File: config.mk
export PLATFORM = sky130hd
export DESIGN_NAME = nmicl_top
export DESIGN_NICKNAME = d
export VERILOG_FILES = /design/src/hw/nmicl_pkg.sv /design/src/hw/nmicl_link_if.sv /design/src/hw/nmicl_link_phy.sv /design/src/hw/nmicl_top.sv
export VERILOG_INCLUDE_DIRS = /design/src /design/src/hw
export SDC_FILE = /design/constraint.sdc
export NUM_CORES = 1
export LEC_CHECK = 0
export BUFFER_PORTS_ARGS = -buffer_cell sky130_fd_sc_hd__buf_4
export CAP_MARGIN = 0
export CORE_MARGIN = 4
export CORE_UTILIZATION = 40
export CTS_CLUSTER_DIAMETER = 120
export DETAILED_ROUTE_END_ITERATION = 12
export PLACE_DENSITY_LB_ADDON = 0.2
export SKIP_LAST_GASP = 1
export SYNTH_ARGS = -nofsm -noshare
export SYNTH_HDL_FRONTEND = slang
export SYNTH_SLANG_ARGS = --single-unit
export TNS_END_PERCENT = 10
File: constraint.sdc
create_clock -name pclk -period 1.5 [get_ports pclk]
set_clock_uncertainty 0.1 [all_clocks]
set_input_delay 0.225 -clock pclk [delete_from_list [all_inputs] [get_ports pclk]]
set_output_delay 0.225 -clock pclk [all_outputs]
set_load 0.05 [all_outputs]
File: src/hw/nmicl_cfg.svh
// Purpose: Offsets, field positions and reset values of the NMI/link block
// Assumes: 32-bit APB, word-aligned registers
// Notes:   Definitions only
`ifndef NMICL_CFG_SVH
`define NMICL_CFG_SVH
`define NMICL_OFS_CTRL 12'h000
`define NMICL_OFS_STATUS 12'h004
`define NMICL_OFS_MASK 12'h008
`define NMICL_OFS_STATE 12'h00c
`define NMICL_OFS_CMD 12'h010
`define NMICL_CTRL_RST 8'h04
`define NMICL_C_PAR_EN 0
`define NMICL_C_CHK_EN 1
`define NMICL_C_NMI_MASK 2
`define NMICL_C_KBC_EN 3
`define NMICL_C_SMI 4
`define NMICL_C_PIN_B 5
`define NMICL_S_PAR 0
`define NMICL_S_CHK 1
`define NMICL_S_A20 2
`define NMICL_S_KRST 3
`define NMICL_S_WAKE 4
`define NMICL_S_RX 5
`define NMICL_CMD_STOP 0
`define NMICL_FRAME_DATA 3'h4
`endif

File: src/hw/nmicl_pkg.sv
// Purpose: Types of the NMI/link block
// Assumes: Codes are four bits, sent after one start bit
// Notes:   Device codes below 8'h8 style range 1..6, partner codes 8..c
package nmicl_pkg;
    typedef enum logic [3:0] {
        CODE_NONE = 4'h0,
        CODE_INTA = 4'h1,
        CODE_CPU_RST = 4'h2,
        CODE_REF_ACK = 4'h3,
        CODE_KBD_IRQ = 4'h4,
        CODE_A20_LO = 4'h5,
        CODE_A20_HI = 4'h6,
        CODE_PB5_LO = 4'h8,
        CODE_PB5_HI = 4'h9,
        CODE_REF_REQ = 4'ha,
        CODE_REF_DONE = 4'hb,
        CODE_ADS = 4'hc
    } nmicl_code_t;
    typedef enum logic {ST_IDLE = 1'b0, ST_BUSY = 1'b1} nmicl_phy_st_t;
    typedef struct packed {
        nmicl_phy_st_t tx_st;
        logic [3:0] tx_sh;
        logic [2:0] tx_cnt;
        logic line_tx;
        nmicl_phy_st_t rx_st;
        logic [3:0] rx_sh;
        logic [2:0] rx_cnt;
        logic rx_valid;
        nmicl_code_t rx_code;
    } nmicl_phy_state_t;
endpackage : nmicl_pkg

File: src/hw/nmicl_link_if.sv
// Purpose: Code hand-off between block logic and the link serialiser
// Assumes: One clock
// Notes:   tx_valid holds until tx_ready is seen high
`timescale 1ns/10ps
`default_nettype none
interface nmicl_link_if;
    import nmicl_pkg::*;
    logic tx_valid;
    nmicl_code_t tx_code;
    logic tx_ready;
    logic rx_valid;
    nmicl_code_t rx_code;
    modport ctl (output tx_valid, output tx_code, input tx_ready,
                 input rx_valid, input rx_code);
    modport phy (input tx_valid, input tx_code, output tx_ready,
                 output rx_valid, output rx_code);
endinterface : nmicl_link_if
`default_nettype wire

File: src/hw/nmicl_link_phy.sv
// Purpose: Serial framing of event codes on the control link
// Assumes: Both ends clocked by the shared system clock
// Notes:   Idle low; start bit high, then four code bits LSB first
`timescale 1ns/10ps
`default_nettype none
`include "nmicl_cfg.svh"
module nmicl_link_phy import nmicl_pkg::*; (
    input wire logic pclk,
    input wire logic presetn,
    input wire logic link_rx,
    output logic link_tx,
    nmicl_link_if.phy lnk
);
    nmicl_phy_state_t st_reg;
    nmicl_phy_state_t st_next;
    localparam nmicl_phy_state_t PHY_RST = '{tx_st: ST_IDLE, rx_st: ST_IDLE,
        rx_code: CODE_NONE, tx_sh: 4'h0, tx_cnt: 3'h0, line_tx: 1'b0,
        rx_sh: 4'h0, rx_cnt: 3'h0, rx_valid: 1'b0};

    always_comb begin
        st_next = st_reg;
        st_next.rx_valid = 1'b0;
        if (st_reg.tx_st == ST_IDLE) begin
            st_next.line_tx = 1'b0;
            if (lnk.tx_valid) begin
                st_next.line_tx = 1'b1;
                st_next.tx_sh = lnk.tx_code;
                st_next.tx_cnt = `NMICL_FRAME_DATA;
                st_next.tx_st = ST_BUSY;
            end
        end else begin
            st_next.line_tx = st_reg.tx_sh[0];
            st_next.tx_sh = {1'b0, st_reg.tx_sh[3:1]};
            st_next.tx_cnt = st_reg.tx_cnt - 3'h1;
            if (st_reg.tx_cnt == 3'h1) begin
                st_next.tx_st = ST_IDLE;
            end
        end
        if (st_reg.rx_st == ST_IDLE) begin
            if (link_rx) begin
                st_next.rx_cnt = `NMICL_FRAME_DATA;
                st_next.rx_st = ST_BUSY;
            end
        end else begin
            st_next.rx_sh = {link_rx, st_reg.rx_sh[3:1]};
            st_next.rx_cnt = st_reg.rx_cnt - 3'h1;
            if (st_reg.rx_cnt == 3'h1) begin
                st_next.rx_valid = 1'b1;
                st_next.rx_code = nmicl_code_t'({link_rx, st_reg.rx_sh[3:1]});
                st_next.rx_st = ST_IDLE;
            end
        end
    end

    always_ff @(posedge pclk or negedge presetn) begin
        if (!presetn) begin
            st_reg <= PHY_RST;
        end else begin
            st_reg <= st_next;
        end
    end

    assign link_tx = st_reg.line_tx;
    assign lnk.tx_ready = (st_reg.tx_st == ST_IDLE);
    assign lnk.rx_valid = st_reg.rx_valid;
    assign lnk.rx_code = st_reg.rx_code;
endmodule : nmicl_link_phy
`default_nettype wire

File: src/hw/nmicl_top.sv
// Purpose: NMI gathering, clock strap, SMI, CPU clock wake and control link
// Assumes: All pin inputs synchronous to pclk; APB slave with no wait
// Notes:   Keyboard and mouse controllers sit outside; pins only routed
//
// Operation
// - Channel-check going low sets its flag and requests an NMI.
// - NMI from parity and channel-check, each enabled, then one final mask.
// - NMI pin sampled at system reset fall: high 1X, low 2X.
// - SMI output driven from power management control.
// - CPU interrupt while CPU clock stopped restarts the CPU clock.
// - Send interrupt acknowledge, CPU reset, refresh ack; keyboard interrupt only with keyboard controller on.
// - Keyboard controller off: A20 gate transitions sent over link; a level repeated before its code goes out is sent once.
// - Keyboard controller off: keyboard clock low sends reset-request code.
// - Keyboard controller on: keyboard and mouse pins routed to it.
// - Pin A always input; pins B, C, D always outputs.
`timescale 1ns/10ps
`default_nettype none
`include "nmicl_cfg.svh"
module nmicl_top import nmicl_pkg::*; (
    input wire logic pclk,
    input wire logic presetn,
    input wire logic [11:0] paddr,
    input wire logic psel,
    input wire logic penable,
    input wire logic pwrite,
    input wire logic [31:0] pwdata,
    output logic [31:0] prdata,
    output logic pready,
    output logic pslverr,
    output logic irq,
    input wire logic chan_chk_n,
    input wire logic dram_parity_err,
    input wire logic nmi_in,
    output logic nmi_out,
    output logic nmi_oe,
    input wire logic system_reset_in,
    output logic clk_mode_2x,
    output logic sys_mgmt_irq_n,
    input wire logic cpu_intr,
    output logic cpu_clk_run,
    input wire logic inta_evt,
    input wire logic cpu_reset_evt,
    input wire logic refresh_ack_evt,
    input wire logic kbc_irq_evt,
    input wire logic ctrl_link_rx,
    output logic ctrl_link_tx,
    output logic port_b5,
    output logic refresh_req,
    output logic refresh_done,
    output logic addr_strobe,
    input wire logic kbd_data_line_in,
    output logic kbd_data_line_out,
    output logic kbd_data_line_oe,
    input wire logic kbd_clock_line_in,
    output logic kbd_clock_line_out,
    output logic kbd_clock_line_oe,
    input wire logic mouse_data_line_in,
    output logic mouse_data_line_out,
    output logic mouse_data_line_oe,
    input wire logic mouse_clock_line_in,
    output logic mouse_clock_line_out,
    output logic mouse_clock_line_oe,
    output logic [3:0] kbc_line_in,
    input wire logic [3:0] kbc_line_out,
    input wire logic [3:0] kbc_line_oe,
    input wire logic multi_pin_a,
    output logic multi_pin_b,
    output logic multi_pin_c,
    output logic multi_pin_d
);
    typedef struct packed {
        logic [7:0] ctrl;
        logic [5:0] status;
        logic [5:0] mask;
        logic [31:0] prdata;
        logic pready;
        logic pslverr;
        logic irq;
        logic nmi_out;
        logic nmi_oe;
        logic clk_2x;
        logic rst_d;
        logic chk_d;
        logic kdat_d;
        logic kclk_d;
        logic intr_d;
        logic cpu_clk_run;
        logic smi_n;
        logic [5:0] pend;
        logic tx_valid;
        nmicl_code_t tx_code;
        logic [3:0] last_rx;
        logic port_b5;
        logic ref_req;
        logic ref_done;
        logic ads;
        logic [3:0] pin_out;
        logic [3:0] pin_oe;
        logic [3:0] kbc_in;
        logic [2:0] pins_bcd;
    } nmicl_state_t;

    localparam nmicl_state_t TOP_RST = '{ctrl: `NMICL_CTRL_RST,
        status: 6'h00, mask: 6'h00, prdata: 32'h0000_0000, pready: 1'b0,
        pslverr: 1'b0, irq: 1'b0, nmi_out: 1'b0, nmi_oe: 1'b0,
        clk_2x: 1'b0, rst_d: 1'b1, chk_d: 1'b1, kdat_d: 1'b1,
        kclk_d: 1'b1, intr_d: 1'b0, cpu_clk_run: 1'b1, smi_n: 1'b1,
        pend: 6'h00, tx_valid: 1'b0, tx_code: CODE_NONE, last_rx: 4'h0,
        port_b5: 1'b0, ref_req: 1'b0, ref_done: 1'b0, ads: 1'b0,
        pin_out: 4'h0, pin_oe: 4'h0, kbc_in: 4'hf, pins_bcd: 3'h0};

    nmicl_state_t st_reg;
    nmicl_state_t st_next;
    nmicl_link_if lnk ();

    nmicl_link_phy u_phy (
        .pclk(pclk),
        .presetn(presetn),
        .link_rx(ctrl_link_rx),
        .link_tx(ctrl_link_tx),
        .lnk(lnk.phy)
    );

    logic [31:0] rd_data;
    logic rd_err;
    logic wr_en;
    logic [5:0] clr_bits;
    logic stop_clk;
    logic kbc_en;
    logic chk_fall;
    logic a20_chg;
    logic kbd_rst;
    logic wake;
    logic [5:0] evt;
    logic [5:0] pend_left;
    logic [2:0] sel;
    logic [3:0] pin_in;

    ////////////////////////////////////////////////////////////////////////
    always_comb begin
        st_next = st_reg;
        pin_in = {mouse_clock_line_in, mouse_data_line_in,
                  kbd_clock_line_in, kbd_data_line_in};
        // Bus slave: data prepared in setup, pready high in access
        rd_data = 32'h0000_0000;
        rd_err = 1'b0;
        if (paddr == `NMICL_OFS_CTRL) begin
            rd_data = {24'h00_0000, st_reg.ctrl};
        end else if (paddr == `NMICL_OFS_STATUS) begin
            rd_data = {26'h000_0000, st_reg.status};
        end else if (paddr == `NMICL_OFS_MASK) begin
            rd_data = {26'h000_0000, st_reg.mask};
        end else if (paddr == `NMICL_OFS_STATE) begin
            rd_data = {23'h00_0000, multi_pin_a, st_reg.last_rx,
                       st_reg.port_b5, st_reg.cpu_clk_run, st_reg.clk_2x,
                       st_reg.kdat_d};
        end else if (paddr == `NMICL_OFS_CMD) begin
            rd_data = 32'h0000_0000;
        end else begin
            rd_err = 1'b1;
        end
        st_next.pready = psel && !penable;
        st_next.prdata = 32'h0000_0000;
        st_next.pslverr = 1'b0;
        if (psel && !penable) begin
            st_next.prdata = rd_data;
            st_next.pslverr = rd_err;
        end
        wr_en = psel && penable && st_reg.pready && pwrite && !st_reg.pslverr;
        clr_bits = 6'h00;
        stop_clk = 1'b0;
        if (wr_en) begin
            if (paddr == `NMICL_OFS_CTRL) begin
                st_next.ctrl = pwdata[7:0];
            end else if (paddr == `NMICL_OFS_STATUS) begin
                clr_bits = pwdata[5:0];
            end else if (paddr == `NMICL_OFS_MASK) begin
                st_next.mask = pwdata[5:0];
            end else if (paddr == `NMICL_OFS_CMD) begin
                stop_clk = pwdata[`NMICL_CMD_STOP];
            end
        end

        ////////////////////////////////////////////////////////////////////
        kbc_en = st_reg.ctrl[`NMICL_C_KBC_EN];
        st_next.chk_d = chan_chk_n;
        st_next.kdat_d = kbd_data_line_in;
        st_next.kclk_d = kbd_clock_line_in;
        st_next.intr_d = cpu_intr;
        st_next.rst_d = system_reset_in;
        chk_fall = st_reg.chk_d && !chan_chk_n;
        a20_chg = !kbc_en && (kbd_data_line_in != st_reg.kdat_d);
        kbd_rst = !kbc_en && st_reg.kclk_d && !kbd_clock_line_in;
        wake = cpu_intr && !st_reg.intr_d && !st_reg.cpu_clk_run;
        evt = {lnk.rx_valid, wake, kbd_rst, a20_chg, chk_fall,
               dram_parity_err};
        // New events beat a same-cycle clear
        st_next.status = (st_reg.status & ~clr_bits) | evt;
        st_next.irq = |(st_reg.status & st_reg.mask);
        st_next.nmi_out = ((st_reg.status[`NMICL_S_PAR]
                            && st_reg.ctrl[`NMICL_C_PAR_EN])
                           || (st_reg.status[`NMICL_S_CHK]
                            && st_reg.ctrl[`NMICL_C_CHK_EN]))
                          && !st_reg.ctrl[`NMICL_C_NMI_MASK];
        // pin released during reset so the strap can be read
        st_next.nmi_oe = !system_reset_in;
        if (st_reg.rst_d && !system_reset_in) begin
            st_next.clk_2x = !nmi_in;
        end
        if (stop_clk) begin
            st_next.cpu_clk_run = 1'b0;
        end
        if (wake) begin
            st_next.cpu_clk_run = 1'b1;
        end
        st_next.smi_n = !st_reg.ctrl[`NMICL_C_SMI];
        // pins B to D are always outputs
        st_next.pins_bcd = st_reg.ctrl[`NMICL_C_PIN_B +: 3];

        ////////////////////////////////////////////////////////////////////
        // pins belong to the keyboard controller when enabled
        if (kbc_en) begin
            st_next.pin_out = kbc_line_out;
            st_next.pin_oe = kbc_line_oe;
            st_next.kbc_in = pin_in;
        end else begin
            st_next.pin_out = 4'h0;
            st_next.pin_oe = 4'h0;
            st_next.kbc_in = 4'hf;
        end

        ////////////////////////////////////////////////////////////////////
        // queue device events, lowest bit first
        evt = {a20_chg && kbd_data_line_in, a20_chg && !kbd_data_line_in,
               kbc_irq_evt && kbc_en, refresh_ack_evt,
               cpu_reset_evt || kbd_rst, inta_evt};
        pend_left = st_reg.pend;
        sel = 3'h0;
        for (int i = 5; i >= 0; i--) begin
            if (st_reg.pend[i]) begin
                sel = 3'(i);
            end
        end
        if (st_reg.tx_valid && lnk.tx_ready) begin
            st_next.tx_valid = 1'b0;
        end
        // A20 edges closer than one frame may arrive reordered
        if ((!st_reg.tx_valid || lnk.tx_ready) && |st_reg.pend) begin
            st_next.tx_valid = 1'b1;
            pend_left[sel] = 1'b0;
            case (sel)
                3'h0: st_next.tx_code = CODE_INTA;
                // reset code makes the partner restart the CPU
                3'h1: st_next.tx_code = CODE_CPU_RST;
                3'h2: st_next.tx_code = CODE_REF_ACK;
                3'h3: st_next.tx_code = CODE_KBD_IRQ;
                3'h4: st_next.tx_code = CODE_A20_LO;
                default: st_next.tx_code = CODE_A20_HI;
            endcase
        end
        st_next.pend = pend_left | evt;

        st_next.ref_req = 1'b0;
        st_next.ref_done = 1'b0;
        st_next.ads = 1'b0;
        if (lnk.rx_valid) begin
            st_next.last_rx = lnk.rx_code;
            case (lnk.rx_code)
                CODE_PB5_LO: st_next.port_b5 = 1'b0;
                CODE_PB5_HI: st_next.port_b5 = 1'b1;
                CODE_REF_REQ: st_next.ref_req = 1'b1;
                CODE_REF_DONE: st_next.ref_done = 1'b1;
                CODE_ADS: st_next.ads = 1'b1;
                default: st_next.ads = 1'b0;
            endcase
        end
    end

    always_ff @(posedge pclk or negedge presetn) begin
        if (!presetn) begin
            st_reg <= TOP_RST;
        end else begin
            st_reg <= st_next;
        end
    end

    ////////////////////////////////////////////////////////////////////////
    assign lnk.tx_valid = st_reg.tx_valid;
    assign lnk.tx_code = st_reg.tx_code;
    assign prdata = st_reg.prdata;
    assign pready = st_reg.pready;
    assign pslverr = st_reg.pslverr;
    assign irq = st_reg.irq;
    assign nmi_out = st_reg.nmi_out;
    assign nmi_oe = st_reg.nmi_oe;
    assign clk_mode_2x = st_reg.clk_2x;
    assign sys_mgmt_irq_n = st_reg.smi_n;
    assign cpu_clk_run = st_reg.cpu_clk_run;
    assign port_b5 = st_reg.port_b5;
    assign refresh_req = st_reg.ref_req;
    assign refresh_done = st_reg.ref_done;
    assign addr_strobe = st_reg.ads;
    assign kbd_data_line_out = st_reg.pin_out[0];
    assign kbd_data_line_oe = st_reg.pin_oe[0];
    assign kbd_clock_line_out = st_reg.pin_out[1];
    assign kbd_clock_line_oe = st_reg.pin_oe[1];
    assign mouse_data_line_out = st_reg.pin_out[2];
    assign mouse_data_line_oe = st_reg.pin_oe[2];
    assign mouse_clock_line_out = st_reg.pin_out[3];
    assign mouse_clock_line_oe = st_reg.pin_oe[3];
    assign kbc_line_in = st_reg.kbc_in;
    assign multi_pin_b = st_reg.pins_bcd[0];
    assign multi_pin_c = st_reg.pins_bcd[1];
    assign multi_pin_d = st_reg.pins_bcd[2];
endmodule : nmicl_top
`default_nettype wire

==> impl_metrics.tcl <==
set metrics [dict create \
    floorplan.initialDensity_pct 41.32 \
    worst_hold_path.endpoint "st_next[1]" \
    yosysSeqAreaShare_pct 58.93 \
    finalNonFillerCells 594 \
    number_of_antenna_violations_at_the_first_check_in_global_routing 0 \
    grt_pass1_vias 2963 \
    floorplan.io_pins 132 \
    grt_pass1_wl_mm 14.30 \
    met1_usage_pct 21.25 \
    rsz0062_at_grt "yes" \
    power.density_cell_area_nw_per_um2 1088 \
    vias 2815 \
    cts.reportedPaths.clkPinSlew_ns 0.09 \
    insertion_delay_ns 0.35 \
    timing_worst_setup_path_type "reg -> reg" \
    net_total_in_the_final_layout 532 \
    core-area_sq_um 9819 \
    maximum_number_of_pins_on_one_net_before_global_route_repair 33 \
    worstRegToRegCells 5 \
    syn-cell-area_sq_um 4058 \
    cts_tree "built" \
    synth_cells 324 \
    dr.pass1.iters 4 \
    wirelength_mm 8.731 \
    worst_slew_pin_slew_ns 0.5224 \
    grtUsageTotal_pct 15.43 \
    hpwlAfterDp_mm 6.473 \
    wl_per_cell_microns 14.70 \
    cp.buffers_inverters 1 \
    run_status "finished, violations left" \
    grt.met2_usage_pct 24.32 \
    htree_num_levels 3 \
    worst-endpoint-arrival_ns 1.77 \
    grt_overflow 0 \
    critPathRequiredTime_ns 1.64 \
    slew_headroom_pct 64.86 \
    port_buffers 84 \
    area.sequential_sq_um 2394 \
    cts_root_buffer "sky130_fd_sc_hd__clkbuf_8" \
    cap_viol_max_count 0 \
    overall_die_height_microns 108.7 \
    totalNegativeSetupSlack_ns -0.7939 \
    layout.cells.most_common_list "119 x sky130_fd_sc_hd__buf_4, 82 x sky130_fd_sc_hd__dfrtp_1, 26 x sky130_fd_sc_hd__mux2_2, 23 x sky130_fd_sc_hd__conb_1, 23 x sky130_fd_sc_hd__dlygate4sd3_1" \
    postSynth.asyncResetShare_pct 100.0 \
    timing.critical_path.to_type "register" \
    critical-path-top-delay-family "simple AND/OR/NAND/NOR gates" \
    final_hold_viol_count 0 \
    final_max_slew_viol_count 0 \
    design.die.area_sq_um 11820 \
    hold_depth 2 \
    endpoint_of_the_worst_register_to_register_path "st_reg[82]" \
    vdd_drop_max_mv 0.5616 \
    crit-reg2reg-launch "pslverr" \
    finalPower_mw 5.896 \
    cts.sink_count 95 \
    worst-path-max-fanout 6 \
    grt_most_used_layer "met2" \
    place.detailed.instances 554 \
    max_ffs_per_register 31 \
    timing.fmax_mhz 613.5 \
    route.detailed.drc 0 \
    cpMaxStageDelayCell "sky130_fd_sc_hd__dfrtp_2" \
    min-delay-start "pwdata[6]" \
    worstPathCellList "nor2b_2 > nand2_2 > nor4b_4 > buf_6 > mux2_2" \
    drtAntennaViolNets 0 \
    detailedRoute.firstIterationViolations 97 \
    syn_area_per_cell_sq_um 12.52 \
    std_cell_rows 36 \
    timing.critical_path.from_type "register" \
    globalplace.congestion 0.8248 \
    total_leakage_power_nw 2.585 \
    final.fill_count 896 \
    layout_min_cycle_time_ns 1.630 \
    grt_use_met3_pct 3.848 \
    dominantRegCellSynth "sky130_fd_sc_hd__dfrtp_1" \
    synth-edff-count 0 \
    synth.lib_cells_used.distinct 45 \
    setup_viol 10 \
    max_stage_delay_ns 0.43 \
    cts_max_path_buffers 2 \
    layout_worst_path_cycle_share_pct 108.7 \
    cts-buffers-inserted 9 \
    fin_ws_ns -0.1300 \
    worstHoldPathType "in -> reg" \
    synth-seq-cells 95 \
    die_w_microns 108.7 \
    vias_per_cell 4.739 \
    post-route-util_pct 55.19 \
    syn2layout_area_growth_pct 33.55 \
    r2r_setup_slack_ns -0.13 \
    final_layout_size_suffix_gt1_share_pct 41.87 \
    dp_slack_ns -0.3893 \
    yosysWarnings 0 \
    failing_checks "setup timing" \
    antenna_cells_inserted 0 \
    final_common_cell "sky130_fd_sc_hd__buf_4" \
    multiInputGateArea_sq_um 1428 \
]
==> Yosys cell counts, types with 2 or more instances <==
master                     count  area [sq um]
sky130_fd_sc_hd__mux2_2       28         315.3
sky130_fd_sc_hd__and3b_1       2         17.52
sky130_fd_sc_hd__nor2b_1       2         12.51
sky130_fd_sc_hd__nor3_1        5         25.02
sky130_fd_sc_hd__a22o_1        2         17.52
sky130_fd_sc_hd__xnor2_1       2         17.52
sky130_fd_sc_hd__a22oi_1       5         37.54
sky130_fd_sc_hd__clkbuf_1      8         30.03
sky130_fd_sc_hd__dfstp_2      11         289.0
sky130_fd_sc_hd__and3_1        2         12.51
sky130_fd_sc_hd__a31oi_1       4         25.02
sky130_fd_sc_hd__nand3_1      13         65.06
sky130_fd_sc_hd__buf_4        36         270.3
sky130_fd_sc_hd__nor2_1        9         33.78
sky130_fd_sc_hd__o21ai_0       9         45.04
sky130_fd_sc_hd__mux2i_1      10         100.1
sky130_fd_sc_hd__nor4b_1       2         17.52
sky130_fd_sc_hd__a21o_1        6         45.04
sky130_fd_sc_hd__nand2b_1     11         68.82
sky130_fd_sc_hd__dfrtp_1      84          2102
sky130_fd_sc_hd__nand4_1       2         12.51
sky130_fd_sc_hd__a21oi_1      12         60.06
sky130_fd_sc_hd__o31ai_1       3         22.52
sky130_fd_sc_hd__o221a_2       6         67.56
sky130_fd_sc_hd__ha_1          4         50.05
sky130_fd_sc_hd__nor3b_1       2         15.01
sky130_fd_sc_hd__nand2_1       8         30.03
sky130_fd_sc_hd__and2_1        9         56.30
sky130_fd_sc_hd__inv_1        11         41.29
==> report_power, final <==
part | internal, mW | switching, mW | leakage [nW] | total [mW]
clock | 0.944 | 0.849 | 0.0998 | 1.79
sequential | 2.83 | 0.185 | 1.17 | 3.01
combinational | 0.539 | 0.554 | 1.32 | 1.09
==> worst max-delay path by stage <==
stage / start / to / slack [ns] / depth (start not counted)
finish: pslverr / st_reg[82] / -0.13 / 5
global route: pslverr / st_reg[80] / -0.18 / 5
detailed placement: paddr[4] / st_reg[82] / -0.39 / 6
global placement: paddr[4] / st_reg[82] / -0.33 / 6
CTS: pslverr / st_reg[83] / -0.13 / 5
floorplan: pready / st_reg[79] / -0.29 / 4
==> timing repair <==
action / in CTS / in global routing
setup buffers: 0 / 1
hold endpoints to repair: 50 / 0
gates resized for setup: 5 / 3
hold buffers: 23 / 0
endpoints found under the setup margin: 20 / 27
==> metrics by stage <==
stage	cell area [sq um]	hold slack, ns
3_3_place_gp	4933	0.08136
4_1_cts	5395	0.004979
2_1_floorplan	4143	-0.1706
5_1_grt	5419	0.005508
6_report	5419	0.02086
3_5_place_dp	4933	0.07796
==> metal layers <==
layer,up-vias,part of all wire [%]
li1,1338,-
met2,71,47
met1,1399,46
met5,-,0
met4,0,0.89
met3,7,5.5
==> cell families after synthesis <==
| kind of cell | share of synthesized area (%) |
|---|---|
| xor+xnor | 0.4318 |
| other cells | 0.09242 |
| mux | 10.24 |
| compound gates | 8.881 |
| simple gates | 11.56 |
| buf+inv | 8.634 |
| fa+ha+maj | 1.233 |
| flops | 58.93 |
==> final cells by class <==
| cell class | instances | area share [%] |
|---|---|---|
| multi-input combinational | 194 | 26.34 |
| sequential | 95 | 44.17 |
| timing repair buffer | 145 | 21.68 |
| inverter | 11 | 0.7619 |
| clock buffer | 11 | 2.424 |
| clock inverter | 5 | 1.547 |
| tap | 133 | 3.071 |
No activity file was read; power rests on OpenSTA's default activity.
